**src/rtl/memctl_defs.vh**
```
`ifndef MEMCTL_DEFS_VH
`define MEMCTL_DEFS_VH

// ****************************************************************
// Register map of the controller (word indices on the bus)
// ****************************************************************
`define REG_CTRL 4'h0
`define REG_ADDR 4'h1
`define REG_WDATA 4'h2
`define REG_RDATA 4'h3
`define REG_STATUS 4'h4

// Control register fields.
`define CTRL_GO 0
`define CTRL_WRITE 1
`define CTRL_SRAM 2
`define CTRL_RESET 3
`define CTRL_UB_N 4
`define CTRL_LB_N 5

// Status register fields.
`define STAT_BUSY 0
`define STAT_IN_RESET 1
`define STAT_WAKE 2
`define STAT_DONE 3

// ****************************************************************
// Flash commands and identifier-space offsets
// ****************************************************************
`define CMD_READ_ARRAY 16'h00FF
`define CMD_READ_ID 16'h0090
`define ID_MAKER 22'h000000
`define ID_PART 22'h000001
`define ID_LOCK_LOW 16'h0002
`define ID_OTP_LOCK 22'h000080
`define ID_OTP_FIRST 22'h000081
`define ID_OTP_LAST 22'h000088

// ****************************************************************
// Timing (ns figures and derived cycle counts at 25 MHz)
// ****************************************************************
`define CLK_NS 40
`define ACCESS_NS 70
`define ACCESS_CYC ((`ACCESS_NS + `CLK_NS - 1) / `CLK_NS)
`define WE_PULSE_NS 50
`define WE_PULSE_CYC ((`WE_PULSE_NS + `CLK_NS - 1) / `CLK_NS)
`define RESET_LOW_NS 100
`define RESET_LOW_CYC ((`RESET_LOW_NS + `CLK_NS - 1) / `CLK_NS)
`define PHQV_NS 150
`define PHQV_CYC ((`PHQV_NS + `CLK_NS - 1) / `CLK_NS)
`define PHWL_NS 150
`define PHWL_CYC ((`PHWL_NS + `CLK_NS - 1) / `CLK_NS)

`endif

```
**src/rtl/cycle_timer.v**
```verilog
`timescale 1ns/1ns
`include "memctl_defs.vh"

// ****************************************************************
// Down counter that flags when a loaded count has elapsed
// ****************************************************************
module cycle_timer (
    input wire clk_i,
    input wire rst_i,
    input wire load_i,
    input wire [7:0] count_i,
    output wire expired_o
);

    reg [7:0] remain;

    // The count loads and then runs down to zero, where it rests.
    always @(posedge clk_i) begin
        if (rst_i) begin
            remain <= 8'h00;
        end else if (load_i) begin
            remain <= count_i;
        end else if (remain != 8'h00) begin
            remain <= remain - 8'h01;
        end
    end

    assign expired_o = (remain == 8'h00) && !load_i;

endmodule

```
**src/rtl/memctl_host.v**
```verilog
`timescale 1ns/1ns
`include "memctl_defs.vh"

// Contract
// - Flash read drives reset high, enable low, output enable low, write enable high.
// - SRAM read drives select one low, select two high, output enable low.
// - After reset release wait before reading and, longer, before writing; the code waits 150 ns (PHQV_NS, PHWL_NS) for both.
// - Flash write only with enable and write enable low, output enable high.
// - SRAM write with select one, write enable low, output enable high.
// - Write FFh before array reads when not in read-array mode.
// - Host must not rely on reserved identifier addresses.
// - Never let flash and SRAM drive the shared bus together.
module memctl_host (
    input wire clk_i,
    input wire rst_i,
    input wire [3:0] wb_adr_i,
    input wire [31:0] wb_dat_i,
    output reg [31:0] wb_dat_o,
    input wire wb_we_i,
    input wire [3:0] wb_sel_i,
    input wire wb_cyc_i,
    input wire wb_stb_i,
    output reg wb_ack_o,
    output reg [21:0] mem_addr_o,
    input wire [15:0] mem_data_i,
    output reg [15:0] mem_data_o,
    output reg mem_data_oe_n_o,
    output reg flash_reset_n_o,
    output reg flash_ce_n_o,
    output reg flash_oe_n_o,
    output reg flash_we_n_o,
    output reg sram_select_one_n_o,
    output reg sram_select_two_o,
    output reg sram_oe_n_o,
    output reg sram_we_n_o,
    output reg sram_upper_byte_n_o,
    output reg sram_lower_byte_n_o,
    output reg read_id_mode_o
);

    // ****************************************************************
    // States of the bus sequencer
    // ****************************************************************
    localparam ST_IDLE = 3'd0;
    localparam ST_RESET_LOW = 3'd1;
    localparam ST_WAKE = 3'd2;
    localparam ST_SETUP = 3'd3;
    localparam ST_STROBE = 3'd4;
    localparam ST_RELEASE = 3'd5;
    localparam ST_TURN = 3'd6;

    reg [2:0] state;
    reg [21:0] addr_reg;
    reg [15:0] wdata_reg;
    reg [15:0] rdata_reg;
    reg op_write;
    reg op_sram;
    reg ub_n;
    reg lb_n;
    reg busy;
    reg done;
    reg in_reset;
    reg read_ready;
    reg write_ready;
    reg id_mode;
    reg [15:0] data_s1;
    reg [15:0] data_s2;
    reg [15:0] data_s3;
    reg [7:0] since_release;

    wire timer_expired;
    reg timer_load;
    reg [7:0] timer_count;

    wire bus_req;
    wire go_req;
    wire reset_req;
    reg [15:0] data_stable;
    reg after_reset;

    // ****************************************************************
    // Register access helpers
    // ****************************************************************

    // Byte lanes merge a write into a stored word.
    function [31:0] merge;
        input [31:0] old_val;
        input [31:0] new_val;
        input [3:0] sel;
        integer i;
        begin
            merge = old_val;
            for (i = 0; i < 4; i = i + 1) begin
                if (sel[i]) begin
                    merge[i*8 +: 8] = new_val[i*8 +: 8];
                end
            end
        end
    endfunction

    // Classifies a written flash command into the identifier-mode flag.
    function next_id_flag;
        input current;
        input [15:0] cmd;
        begin
            if (cmd[7:0] == `CMD_READ_ID) begin
                next_id_flag = 1'b1;
            end else if (cmd[7:0] == `CMD_READ_ARRAY) begin
                next_id_flag = 1'b0;
            end else begin
                next_id_flag = current;
            end
        end
    endfunction

    assign bus_req = wb_cyc_i && wb_stb_i && !wb_ack_o;
    assign go_req = bus_req && wb_we_i && (wb_adr_i == `REG_CTRL) && wb_sel_i[0]
        && wb_dat_i[`CTRL_GO] && !busy;
    assign reset_req = go_req && wb_dat_i[`CTRL_RESET];
    // Merged words and cycle counts are cut to their targets' widths on purpose.
    wire [31:0] addr_merged = merge({10'h000, addr_reg}, wb_dat_i, wb_sel_i);
    wire [31:0] wdata_merged = merge({16'h0000, wdata_reg}, wb_dat_i, wb_sel_i);
    wire [31:0] we_cyc = `WE_PULSE_CYC;
    wire [31:0] rd_cyc = `ACCESS_CYC + 32'h3;
    wire [31:0] rst_cyc = `RESET_LOW_CYC;

    // The read bus passes three flops; data counts once the last two agree.
    always @(posedge clk_i) begin
        if (rst_i) begin
            data_s1 <= 16'h0000;
            data_s2 <= 16'h0000;
            data_s3 <= 16'h0000;
            data_stable <= 16'h0000;
        end else begin
            data_s1 <= mem_data_i;
            data_s2 <= data_s1;
            data_s3 <= data_s2;
            if (data_s2 == data_s3) begin
                data_stable <= data_s3;
            end
        end
    end

    cycle_timer u_timer (
        .clk_i(clk_i),
        .rst_i(rst_i),
        .load_i(timer_load),
        .count_i(timer_count),
        .expired_o(timer_expired)
    );

    // ****************************************************************
    // Wishbone slave: single-cycle ack, unmapped reads return zero
    // ****************************************************************
    always @(posedge clk_i) begin
        if (rst_i) begin
            wb_ack_o <= 1'b0;
            wb_dat_o <= 32'h0000_0000;
            addr_reg <= 22'h000000;
            wdata_reg <= 16'h0000;
        end else begin
            wb_ack_o <= bus_req;
            if (bus_req && wb_we_i) begin
                if (wb_adr_i == `REG_ADDR && !busy) begin
                    addr_reg <= addr_merged[21:0];
                end else if (wb_adr_i == `REG_WDATA && !busy) begin
                    wdata_reg <= wdata_merged[15:0];
                end
            end
            if (bus_req && !wb_we_i) begin
                if (wb_adr_i == `REG_ADDR) begin
                    wb_dat_o <= {10'h000, addr_reg};
                end else if (wb_adr_i == `REG_WDATA) begin
                    wb_dat_o <= {16'h0000, wdata_reg};
                end else if (wb_adr_i == `REG_RDATA) begin
                    wb_dat_o <= {16'h0000, rdata_reg};
                end else if (wb_adr_i == `REG_STATUS) begin
                    wb_dat_o <= {26'h0000000, id_mode, write_ready, done, read_ready,
                                 in_reset, busy};
                end else begin
                    wb_dat_o <= 32'h0000_0000;
                end
            end
        end
    end

    // Counts cycles since reset release; it saturates so both delays stay met.
    always @(posedge clk_i) begin
        if (rst_i || in_reset) begin
            since_release <= 8'h00;
        end else if (since_release != 8'hFF) begin
            since_release <= since_release + 8'h01;
        end
    end

    // Read and write permission after wake-up are separate delays.
    always @(posedge clk_i) begin
        if (rst_i) begin
            read_ready <= 1'b0;
            write_ready <= 1'b0;
        end else begin
            read_ready <= !in_reset && (since_release >= `PHQV_CYC);
            write_ready <= !in_reset && (since_release >= `PHWL_CYC);
        end
    end

    // ****************************************************************
    // Bus sequencer
    // ****************************************************************

    // Timer loads are combinational so the count starts on the entry edge.
    always @* begin
        timer_load = 1'b0;
        timer_count = 8'h00;
        if (state == ST_SETUP) begin
            timer_load = 1'b1;
            timer_count = op_write ? we_cyc[7:0] : rd_cyc[7:0];
        end else if ((state == ST_IDLE && reset_req) || after_reset) begin
            timer_load = 1'b1;
            timer_count = rst_cyc[7:0];
        end
    end

    always @(posedge clk_i) begin
        if (rst_i) begin
            state <= ST_RESET_LOW;
            busy <= 1'b1;
            done <= 1'b0;
            in_reset <= 1'b1;
            id_mode <= 1'b0;
            op_write <= 1'b0;
            op_sram <= 1'b0;
            ub_n <= 1'b1;
            lb_n <= 1'b1;
            rdata_reg <= 16'h0000;
            after_reset <= 1'b1;
            flash_reset_n_o <= 1'b0;
            flash_ce_n_o <= 1'b1;
            flash_oe_n_o <= 1'b1;
            flash_we_n_o <= 1'b1;
            sram_select_one_n_o <= 1'b1;
            sram_select_two_o <= 1'b0;
            sram_oe_n_o <= 1'b1;
            sram_we_n_o <= 1'b1;
            sram_upper_byte_n_o <= 1'b1;
            sram_lower_byte_n_o <= 1'b1;
            mem_addr_o <= 22'h000000;
            mem_data_o <= 16'h0000;
            mem_data_oe_n_o <= 1'b1;
            read_id_mode_o <= 1'b0;
        end else begin
            read_id_mode_o <= id_mode;
            after_reset <= 1'b0;
            case (state)
                ST_IDLE: begin
                    if (go_req && wb_dat_i[`CTRL_RESET]) begin
                        // Reset also aborts any program or erase inside the flash.
                        flash_reset_n_o <= 1'b0;
                        in_reset <= 1'b1;
                        busy <= 1'b1;
                        done <= 1'b0;
                        state <= ST_RESET_LOW;
                    end else if (go_req && (wb_dat_i[`CTRL_SRAM] || (wb_dat_i[`CTRL_WRITE]
                            ? write_ready : read_ready))) begin
                        op_write <= wb_dat_i[`CTRL_WRITE];
                        op_sram <= wb_dat_i[`CTRL_SRAM];
                        ub_n <= wb_dat_i[`CTRL_UB_N];
                        lb_n <= wb_dat_i[`CTRL_LB_N];
                        busy <= 1'b1;
                        done <= 1'b0;
                        state <= ST_SETUP;
                    end
                end
                ST_RESET_LOW: begin
                    if (timer_expired) begin
                        // Rising reset returns the flash to read-array mode.
                        flash_reset_n_o <= 1'b1;
                        in_reset <= 1'b0;
                        id_mode <= 1'b0;
                        state <= ST_WAKE;
                    end
                end
                ST_WAKE: begin
                    if (read_ready) begin
                        busy <= 1'b0;
                        done <= 1'b1;
                        state <= ST_IDLE;
                    end
                end
                ST_SETUP: begin
                    // Address and write data are driven on the same edge as the strobes fall.
                    mem_addr_o <= addr_reg;
                    mem_data_o <= wdata_reg;
                    mem_data_oe_n_o <= !op_write;
                    if (op_sram) begin
                        // Flash stays deselected so only one die can drive.
                        flash_ce_n_o <= 1'b1;
                        sram_select_one_n_o <= 1'b0;
                        sram_select_two_o <= 1'b1;
                        sram_oe_n_o <= op_write;
                        sram_we_n_o <= !op_write;
                        sram_upper_byte_n_o <= ub_n;
                        sram_lower_byte_n_o <= lb_n;
                    end else begin
                        sram_select_one_n_o <= 1'b1;
                        sram_oe_n_o <= 1'b1;
                        flash_ce_n_o <= 1'b0;
                        flash_oe_n_o <= op_write;
                        flash_we_n_o <= !op_write;
                    end
                    state <= ST_STROBE;
                end
                ST_STROBE: begin
                    if (timer_expired) begin
                        if (!op_write) begin
                            rdata_reg <= data_stable;
                        end
                        // Write enable rises before enable so data latches on it.
                        flash_we_n_o <= 1'b1;
                        sram_we_n_o <= 1'b1;
                        flash_oe_n_o <= 1'b1;
                        sram_oe_n_o <= 1'b1;
                        if (op_write && !op_sram) begin
                            id_mode <= next_id_flag(id_mode, wdata_reg);
                        end
                        state <= ST_RELEASE;
                    end
                end
                ST_RELEASE: begin
                    // Deselect both dies, then release the data bus a cycle later.
                    flash_ce_n_o <= 1'b1;
                    sram_select_one_n_o <= 1'b1;
                    sram_select_two_o <= 1'b0;
                    sram_upper_byte_n_o <= 1'b1;
                    sram_lower_byte_n_o <= 1'b1;
                    state <= ST_TURN;
                end
                ST_TURN: begin
                    mem_data_oe_n_o <= 1'b1;
                    busy <= 1'b0;
                    done <= 1'b1;
                    state <= ST_IDLE;
                end
                default: begin
                    state <= ST_IDLE;
                end
            endcase
        end
    end

endmodule

```
**config.mk**
```make
export PLATFORM = sky130hd
export DESIGN_NAME = memctl_host
export DESIGN_NICKNAME = d
export VERILOG_FILES = /design/src/rtl/cycle_timer.v /design/src/rtl/memctl_host.v
export VERILOG_INCLUDE_DIRS = /design/src /design/src/rtl
export SDC_FILE = /design/constraint.sdc
export NUM_CORES = 1
export LEC_CHECK = 0
export BUFFER_PORTS_ARGS = -buffer_cell sky130_fd_sc_hd__buf_4
export CORE_MARGIN = 2
export CORE_UTILIZATION = 40
export DETAILED_ROUTE_END_ITERATION = 8
export GPL_TIMING_DRIVEN = 0
export SLEW_MARGIN = 40
export SYNTH_ARGS = -nofsm -noshare
export SYNTH_HDL_FRONTEND = slang
export SYNTH_SLANG_ARGS = --single-unit
```
**constraint.sdc**
```tcl
create_clock -name clk_i -period 4.6 [get_ports clk_i]
set_input_delay 0.46 -clock clk_i [delete_from_list [all_inputs] [get_ports clk_i]]
set_output_delay 0.46 -clock clk_i [all_outputs]
set_load 0.03 [all_outputs]
```
After elaboration in Yosys (flattened, before gate mapping). Cells that the tools add are included.

Add/sub/neg operators: 2. $lt $le $gt $ge: 1. Equality and inequality tests: 23. Mux-type cells: 56. Bitwise gates (word level): 3. Reductions and logical operators: 52.

Operators with widths (number): $mux W16 (2); $reduce_and A3 Y1 (9); $mux W1 (26); $pmux W1 S2 (13); $mux W22 (1); $mux W3 (7); $pmux W3 S6 (1); $eq A16 B16 Y1 (1); $eq A8 B8 Y1 const B (2); $logic_and A1 B1 Y1 (16); $mux W8 (2); $ne A2 B2 Y1 const B (7); $reduce_and A4 Y1 (3); $reduce_bool A2 Y1 (6); $eq A3 B3 Y1 const B (3); $add A8 B1 Y8 const B (1); $eq A4 B2 Y1 const B (2); $ge A8 B3 Y1 const B (1); $logic_not A8 Y1 (1); $ne A8 B8 Y1 const B (1); $reduce_bool A8 Y1 (1); $sub A8 B1 Y8 const B (1); $logic_not A1 Y1 (7); $eq A3 B2 Y1 const B (2); 15 further kinds (21).

Register bits: 230. Output and inout port bits: 83. Word-level logic and storage cells: 176.

Logic depth before layout (Yosys ltp). Gate-level depths: netlist of run 1.

Depth in word-level cells: 16. Depth in mapped cells: 9.

Modules after synthesis. A second synthesis of run 1 with hierarchy kept.

Cell total of the unflattened synthesis: 970. Area total of the unflattened synthesis: 8744.6 um^2.

By module, submodules not included: memctl_host (instances 1, cells each 912, area an instance 8266.7 um^2); cycle_timer (instances 1, cells each 58, area an instance 478.0 um^2).

Worst setup path after synthesis of run 1. No wires, ideal clock.

Path type: flip-flop to flip-flop. Start point: register wb_ack_o. End point: register lb_n. Library setup time: 120 ps. Arrival time: 1751 ps. Data required time: 4480 ps. Setup slack: 2729 ps. Cell stages (with the launch flop): 6. Path buffers: 0. Clock period less this slack: 1871 ps. Cells stage by stage: dfxtp_1 nand3b_1 and4bb_1 nor3b_4 nor2b_1 a211o_1.

Word-level cells in the longest chain between the ends: 10. Elaborated cells between the ends (all ways): 11. Classes of those cells: bitwise: 1; reduce/logical: 10.

RTL lines: start, declared (RTL line memctl_host.v:23) `output reg wb_ack_o,`; start signal, assigned (RTL line memctl_host.v:162) `wb_ack_o <= bus_req;`; $logic_not A1 Y1 (*) (RTL line memctl_host.v:116) `assign bus_req = wb_cyc_i && wb_stb_i && !wb_ack_o;`; $logic_and A1 B1 Y1 (*) (RTL line memctl_host.v:116); $logic_and A1 B1 Y1 (*) (5 in series) (RTL line memctl_host.v:117) `` assign go_req = bus_req && wb_we_i && (wb_adr_i == `REG_CTRL) && wb_sel_i[0] ``; $logic_and A1 B1 Y1 (RTL line memctl_host.v:256) `` if (go_req && wb_dat_i[`CTRL_RESET]) begin ``; $not A1 Y1 (no source line); $reduce_and A3 Y1 (no source line) (*); end signal, assigned (RTL line memctl_host.v:268) `` lb_n <= wb_dat_i[`CTRL_LB_N]; ``; end, declared (RTL line memctl_host.v:59) `reg lb_n;`.

Mark *: on every way between the ends. The rest lies on a longest branch, timed or not. A chain may end at the register's enable or synchronous reset.

Worst setup path after layout of run 1.
Start point: register state[1]. End point: register mem_data_o[15].

Word-level cells in the longest chain between the ends: 1.

RTL lines: start, declared (RTL line memctl_host.v:52) `reg [2:0] state;`; start signal, assigned (RTL line memctl_host.v:226) `state <= ST_RESET_LOW;`; start signal, assigned (RTL line memctl_host.v:262) `state <= ST_RESET_LOW;`; start signal, assigned (RTL line memctl_host.v:271) `state <= ST_SETUP;`; $eq A3 B2 Y1 (RTL line memctl_host.v:254) `case (state)`; end signal, assigned (RTL line memctl_host.v:293) `mem_data_o <= wdata_reg;`; end, declared (RTL line memctl_host.v:26) `output reg [15:0] mem_data_o,`.

No other way between the ends.

==> results.md, run 1 <==
* Final nets at 1170
* Clk_lat worst skew at 0.51 ns
* Synthesized instance count at around 950
* Port buffer count at between 100 and 150
* Synth Flop Type: dfxtp_1
* Die W at 149.5 um
* Clk slew on worst S/H paths at 0.06 ns
* Share of post-route cells with drive strength above 1 at 0.1725
* Sequential fraction of the synthesis area at 0.5202
* Most common cell after layout, fill and taps aside: dfxtp_1
* FF+latch area at approximately 4400 um2
* Starting Density at 0.4053
* CP Buf/Inv Count at 3
* Most used cell, CP: clkbuf_1
* WL/cell at between 15 and 20 um
* R2r startpoint: state[1]
* Hold slack at between 0.06 and 0.07 ns
* Syn_area_per_cell at ~8.9 um2
* Worst path cell trace: clkbuf_1 > and3b_1 > clkbuf_1 > clkbuf_1 > nand2_1 > a21oi_1
* Crit path largest cell delay at 0.63 ns
* Leak at between 4 and 5 nW
* Vias in the first global route at about 6500
* First-pass GRT wire length at 34850 um
* Max Cap Viol at 0
* Io pins at approximately 140
* Fmax at ~430 MHz
* CP Capture Point: mem_data_o[15]
* Antenna Violating Nets Remaining at 0
* GRT Total Usage at 0.1983
* Fin crit period at between 2 and 2.5 ns
* Routed wl met2 at 10680 um
* Layout Skew at 0.01315 ns
* CP Capture Type: register
* Initial antenna violation count at 0
* Placer Congestion at about 0.91
* FFs w/ async S/R, synth at 0
* R2R cell count at 6
* Flop2flop setup slack at ~2.3 ns
* Endpoints failing hold at 0
* Pin count of the biggest net entering global routing at 14
* Main area contributors after synthesis: dfxtp_1, nand2_1, a21oi_1
* Via count at approximately 7100
* Outcome: finished clean
* Clk root buf: clkbuf_16
* Iter 0 DRT Violations at between 400 and 500
* WL met1 at slightly above 10000 um
* WP depth at 6
* H-tree depth at 1
* Diode count at 0
* TritonRoute pass-1 iters at 5
* CP startpoint kind: register
* RSZ-0062 raised after global routing: false
* Tightest Pin Transition at between 0.7 and 0.8 ns
* CORE AREA at 20890 um2
* Crit Path Max Fanout at 10
* Critical Path AT at 2.77 ns
* Post-CTS setup buffer count at 0
* Die area at 22340 um2
* CTS Sinks at between 200 and 250
* Synth Warn # at 0
* Met3 WL at 1316 um
* Remaining DRCs at 0
* Req. time, crit path at about 5.0 ns
* Synth Register Bits at 220
* Grt ovf at 0
* Area of the multi-input gates at ~3700 um2
* Drt total wl at about 23000 um
* CTS tree: done
* Die Y at roughly 150 um
* Final HPWL DP at 17040 um
* CP max stage cell: clkbuf_1
* Yosys top cell by area: dfxtp_1
* Highest metal used: met4
* Number of flops mapped to enable cells by yosys at 0
* Critical Path Source: state[1]
* Hold_buf cts at 0
* Resized Gates After CTS at 0
* Final count of negative-setup-slack endpoints at 0
* Syn-to-layout area delta at 23.57%
* Final period util at 0.5100
* Crit Path Category: register to register
* Commonest non-fill, non-tap cells in the layout: dfxtp_1, nand2_1, buf_4, a21oi_1, nor2_1
* Library cells used by synthesis at 60
* CTS buffer count at 23
* Cell Rows at 53
* Worst Hold Class: input pin to register
* Mapped cell area at roughly 8500 um2
* Drt via density at 5.119
* Clock buffer depth at 3
* Fillers at 2047
* PwrDens at approximately 430 nW/um2
* Post-synth top area share at 0.5202
* Top Family by Delay on Critical Path: buffers and inverters
* Reg-to-reg endpoint: mem_data_o[15]
* Fin. max-slew vios at 0
* Max_slew headroom at 0.4993
* Setup TNS at 0 ns
* VDD IR-drop max at approximately 0.27 mV
[power by group]
group	internal (mW)	switching, mW	total, mW
Sequential	1.98	0.0606	2.04
Clock	1.03	0.727	1.76
Combinational	0.255	0.487	0.742
Total	3.27	1.28	4.54
[cells in the mapped netlist (2+ instances only)]
cell type    n
inv_1       12
a22o_1      10
nand2b_1    16
o211ai_1    10
buf_4       11
clkbuf_1    42
a221oi_1     9
nand3b_1     3
o221ai_1     3
or2b_1       2
nor2b_1     53
and3_1       2
or3_1        2
nor4b_1      2
buf_2        9
nand3_1     36
o22a_1       2
dfxtp_1    220
o32ai_1      3
nand4_1      4
a21o_1       2
mux2i_1     36
nor3_2       2
buf_6        2
xnor2_1      4
xor2_1      18
nor4_1       9
a31oi_1      5
or4_1        3
a22oi_1      8
a21oi_1    105
o21ai_0     11
nor3_4       2
nor2_1      83
nand2_1    168
or2_2        5
a211o_1      2
nor3_1       6
ha_1         3
nor3b_1      6
[cell families after synthesis]
group                    synth area share
AO/OA/AOI/OAI                      0.1304
XOR/XNOR                          0.02276
adder cells (fa/ha/maj)          0.004434
buffers and inverters             0.04168
flip-flops                         0.5202
multiplexers                      0.04390
other                           0.0004430
AND/OR/NAND/NOR                    0.2362
[stage by stage]
step                cell area (um2)  worst slack [ns]  utilization  std cells  power [mW]
finish                        10460             2.254       0.5008       1394       4.544
global route                  10460             2.138       0.5008       1394       4.740
CTS                           10460             2.327       0.5008       1394       4.574
detailed placement             9752             2.208       0.4668       1356       2.818
global placement               9752             2.207       0.4668       1356       2.814
floorplan                      8499             2.729            -        960       2.570
[per-layer routing]
layer	up-vias	global-route usage
met3	43	0.03262
met1	3337	0.2616
met2	221	0.3337
met5	-	0
met4	0	0.06048
li1	3535	-
[final cells by class]
cell class              instances  area share
plain buffers                  64     0.02942
clock buffers                  31     0.06171
clock inverters                 7    0.006100
inverters                      12    0.004306
multi-input cells             664      0.3577
flip-flops and latches        220      0.4210
well taps                     275     0.03289
repair buffers                121     0.08683
[worst min-delay path by stage]
stage                     startpoint  slack (ns)     endpoint  depth (start not counted)
after floorplan           data_s1[0]        0.41   data_s2[0]                          1
after global placement    data_s1[9]        0.42   data_s2[9]                          1
after detailed placement  data_s1[8]        0.42   data_s2[8]                          1
after CTS                      rst_i        0.05  after_reset                          1
after global routing           rst_i        0.04  after_reset                          1
final                          rst_i        0.06  after_reset                          1
Note: power is estimated with default switching activity, not from simulation.
==> run 2, diff against run 1 <==
clock period = 2.1 ns   (was 4.6 ns; I/O delays follow)
==> run 2 against run 1 <==
Compared with the run above: critical path depth shrank 1; die area stayed put; largest power group unchanged; critical path type unchanged; hold slack lost 0.042 ns; total power rose by 120%; wire length rose by 1.7%; first-iteration DRC count fell by 4.3%; core utilization up 2.2 points; maximum frequency increased by 17%; flip-flop and latch count stayed put.
==> results.md, run 2 (same netlist as run 1, synthesis figures left out) <==
* Crit Path Max Fanout at 6 (-4)
* Remaining DRCs at 0 (unchanged)
* Endpoints failing hold at 0 (unchanged)
* Tightest Pin Transition at 0.7574 ns (+0.006365 ns)
* Hold-critical path depth at 3 (+2)
* Hold slack at 0.01889 ns (-0.04219 ns)
* VDD IR-drop max at 0.6037 mV (+120%)
* Final HPWL DP at 17040 um (unchanged)
* Die area at 22340 um2 (unchanged)
* Clk slew on worst S/H paths at 0.06 ns (about the same)
* Max_slew headroom at 0.4951 (-0.004244)
* Most common cell after layout, fill and taps aside: dfxtp_1
* Layout Skew at 0.01403 ns (+0.0008782 ns)
* CP startpoint kind: register
* Hold_sp: wb_dat_i[0]
* Vias in the first global route at 6651 (+1.8%)
* Final period util at 0.9533 (+0.4433)
* Critical Path AT at 2.40 ns (-0.37 ns)
* Clk_lat worst skew at 0.51 ns (about the same)
* Initial antenna violation count at 0 (unchanged)
* Final core utilization at 0.5226 (+0.02180)
* Via count at 7295 (+2.2%)
* RSZ-0062 raised after global routing: false
* Port buffer count at 121 (unchanged)
* Io pins at 144 (unchanged)
* Pin count of the biggest net entering global routing at 14 (unchanged)
* Antenna Violating Nets Remaining at 0 (unchanged)
* Fin crit period at 2.002 ns (-0.3440 ns)
* Die Y at 149.5 um (unchanged)
* CP Capture Type: register
* Met2 usage at 0.3399 (+0.006193)
* Diode count at 0 (unchanged)
* Fmax at 499.5 MHz (+17%)
* Syn-to-layout area delta at 28.95%
* CTS buffer count at 23 (unchanged)
* CORE AREA at 20890 um2 (unchanged)
* Met1 GRT Util at 0.2651 (+0.003503)
* Post-Layout Cell Count at 1434 (+2.9%)
* Max Cap Viol at 0 (unchanged)
* Share of post-route cells with drive strength above 1 at 0.1812 (+0.008715)
* Grt ovf at 0 (unchanged)
* First-pass GRT wire length at 35440 um (+1.7%)
* Hold Crit Endpoint: addr_reg[0]
* Clock buffer depth at 3 (unchanged)
* Flop2flop setup slack at 0.1 ns (-2.16 ns)
* Placer Congestion at 0.9094 (unchanged)
* Req. time, crit path at 2.50 ns (-2.52 ns)
* TritonRoute pass-1 iters at 5 (unchanged)
* Reg-to-reg endpoint: lb_n
* Commonest non-fill, non-tap cells in the layout: dfxtp_1, nand2_1, buf_4, a21oi_1, nor2_1
* Leak at 4.398 nW (+4.3%)
* Final nets at 1210 (+3.4%)
* R2r startpoint: wb_ack_o
* Most used routing layer in global routing: met2
* CTS Sinks at 220 (unchanged)
* Outcome: finished clean
* Grt met3 use at 0.03171 (-0.0009146)
* Placed inst area at 9752 um2 (unchanged)
* H-tree depth at 1 (unchanged)
* R2R cell count at 5 (-1)
* Crit Path Category: register to register
* Post-Place Cells at 1356 (unchanged)
* Fin. max-slew vios at 0 (unchanged)
* Pwr Total at 10.08 mW (+120%)
* Drt total wl at 23180 um (+1.7%)
* Die W at 149.5 um (unchanged)
* Starting Density at 0.4053 (unchanged)
* Final Cell Area at 10920 um2 (+4.4%)
* Clk root buf: clkbuf_16
* Final count of negative-setup-slack endpoints at 0 (unchanged)
* Drt via density at 5.087 (-0.62%)
* PwrDens at 923.7 nW/um2 (+110%)
* GRT Total Usage at 0.2015 (+0.003196)
* WL/cell at 16.16 um (-1.1%)
* Worst Hold Class: input pin to register
* CTS tree: done
* Cell Rows at 53 (unchanged)
* Iter 0 DRT Violations at 405 (-4.3%)
run 2: cell types whose count changed in the layout (fill, tap and decap cells not counted), moves of 2 or more:
| cell | previous run | this run |
|---|---|---|
| dlygate4sd3_1 | 0 | 37 |
| buf_4 | 132 | 137 |
| clkbuf_1 | 46 | 42 |
| clkbuf_2 | 0 | 3 |
| nor3b_1 | 6 | 4 |
run 2: cell type report:
class	instances	area, um2
fillers	1995	9972
flip-flops and latches	220	4404
clock buffers	31	645.6
repair buffers	163	1316
plain buffers	62	302.8
clock inverters	7	63.81
inverters	12	45.04
multi-input cells	664	3795
well taps	275	344.1
run 2: repair_timing:
action                                  4_1_cts  5_1_grt
endpoints found under the setup margin       26       51
endpoints found under the hold margin        48        0
hold buffers                                 37        0
pin swaps                                     0        1
resized for setup                             7        9
buffers inserted                              0        5
run 2: per-stage QoR:
stage / setup slack [ns] / setup TNS (ns)
global route: 0.01495 / 0
floorplan: 0.2292 / 0
CTS: 0.009019 / 0
global placement: -0.1660 / -2.641
detailed placement: -0.1559 / -2.474
finish: 0.09797 / 0
run 2: where the power goes:
part	switching (mW)	internal (mW)
combinational	1.11	0.652
clock	1.59	2.26
sequential	0.135	4.34
run 2: worst max-delay path by stage:
stage / slack, ns / endpoint / startpoint
2_1_floorplan: 0.23 / lb_n / wb_ack_o
3_3_place_gp: -0.17 / mem_addr_o[15] / state[1]
3_5_place_dp: -0.16 / mem_addr_o[15] / state[1]
4_1_cts: 0.009 / sram_we_n_o / state[1]
5_1_grt: 0.01 / flash_we_n_o / u_timer.remain[0]
6_report: 0.1 / lb_n / wb_ack_o
run 2: per-layer routing:
layer	part of all wire	wire length, um	vias up
met5	0	0	-
met4	0.031	729	0
met3	0.054	1252	43
met2	0.47	10900	213
met1	0.44	10290	3425
li1	-	-	3614
run 2: critical path, stage by stage (launching register included):
cell      delay, ns
dfxtp_1        0.35
nand3b_1       0.38
and4bb_2       0.47
nor3b_4        0.35
nor2b_1        0.08
a211o_1        0.27
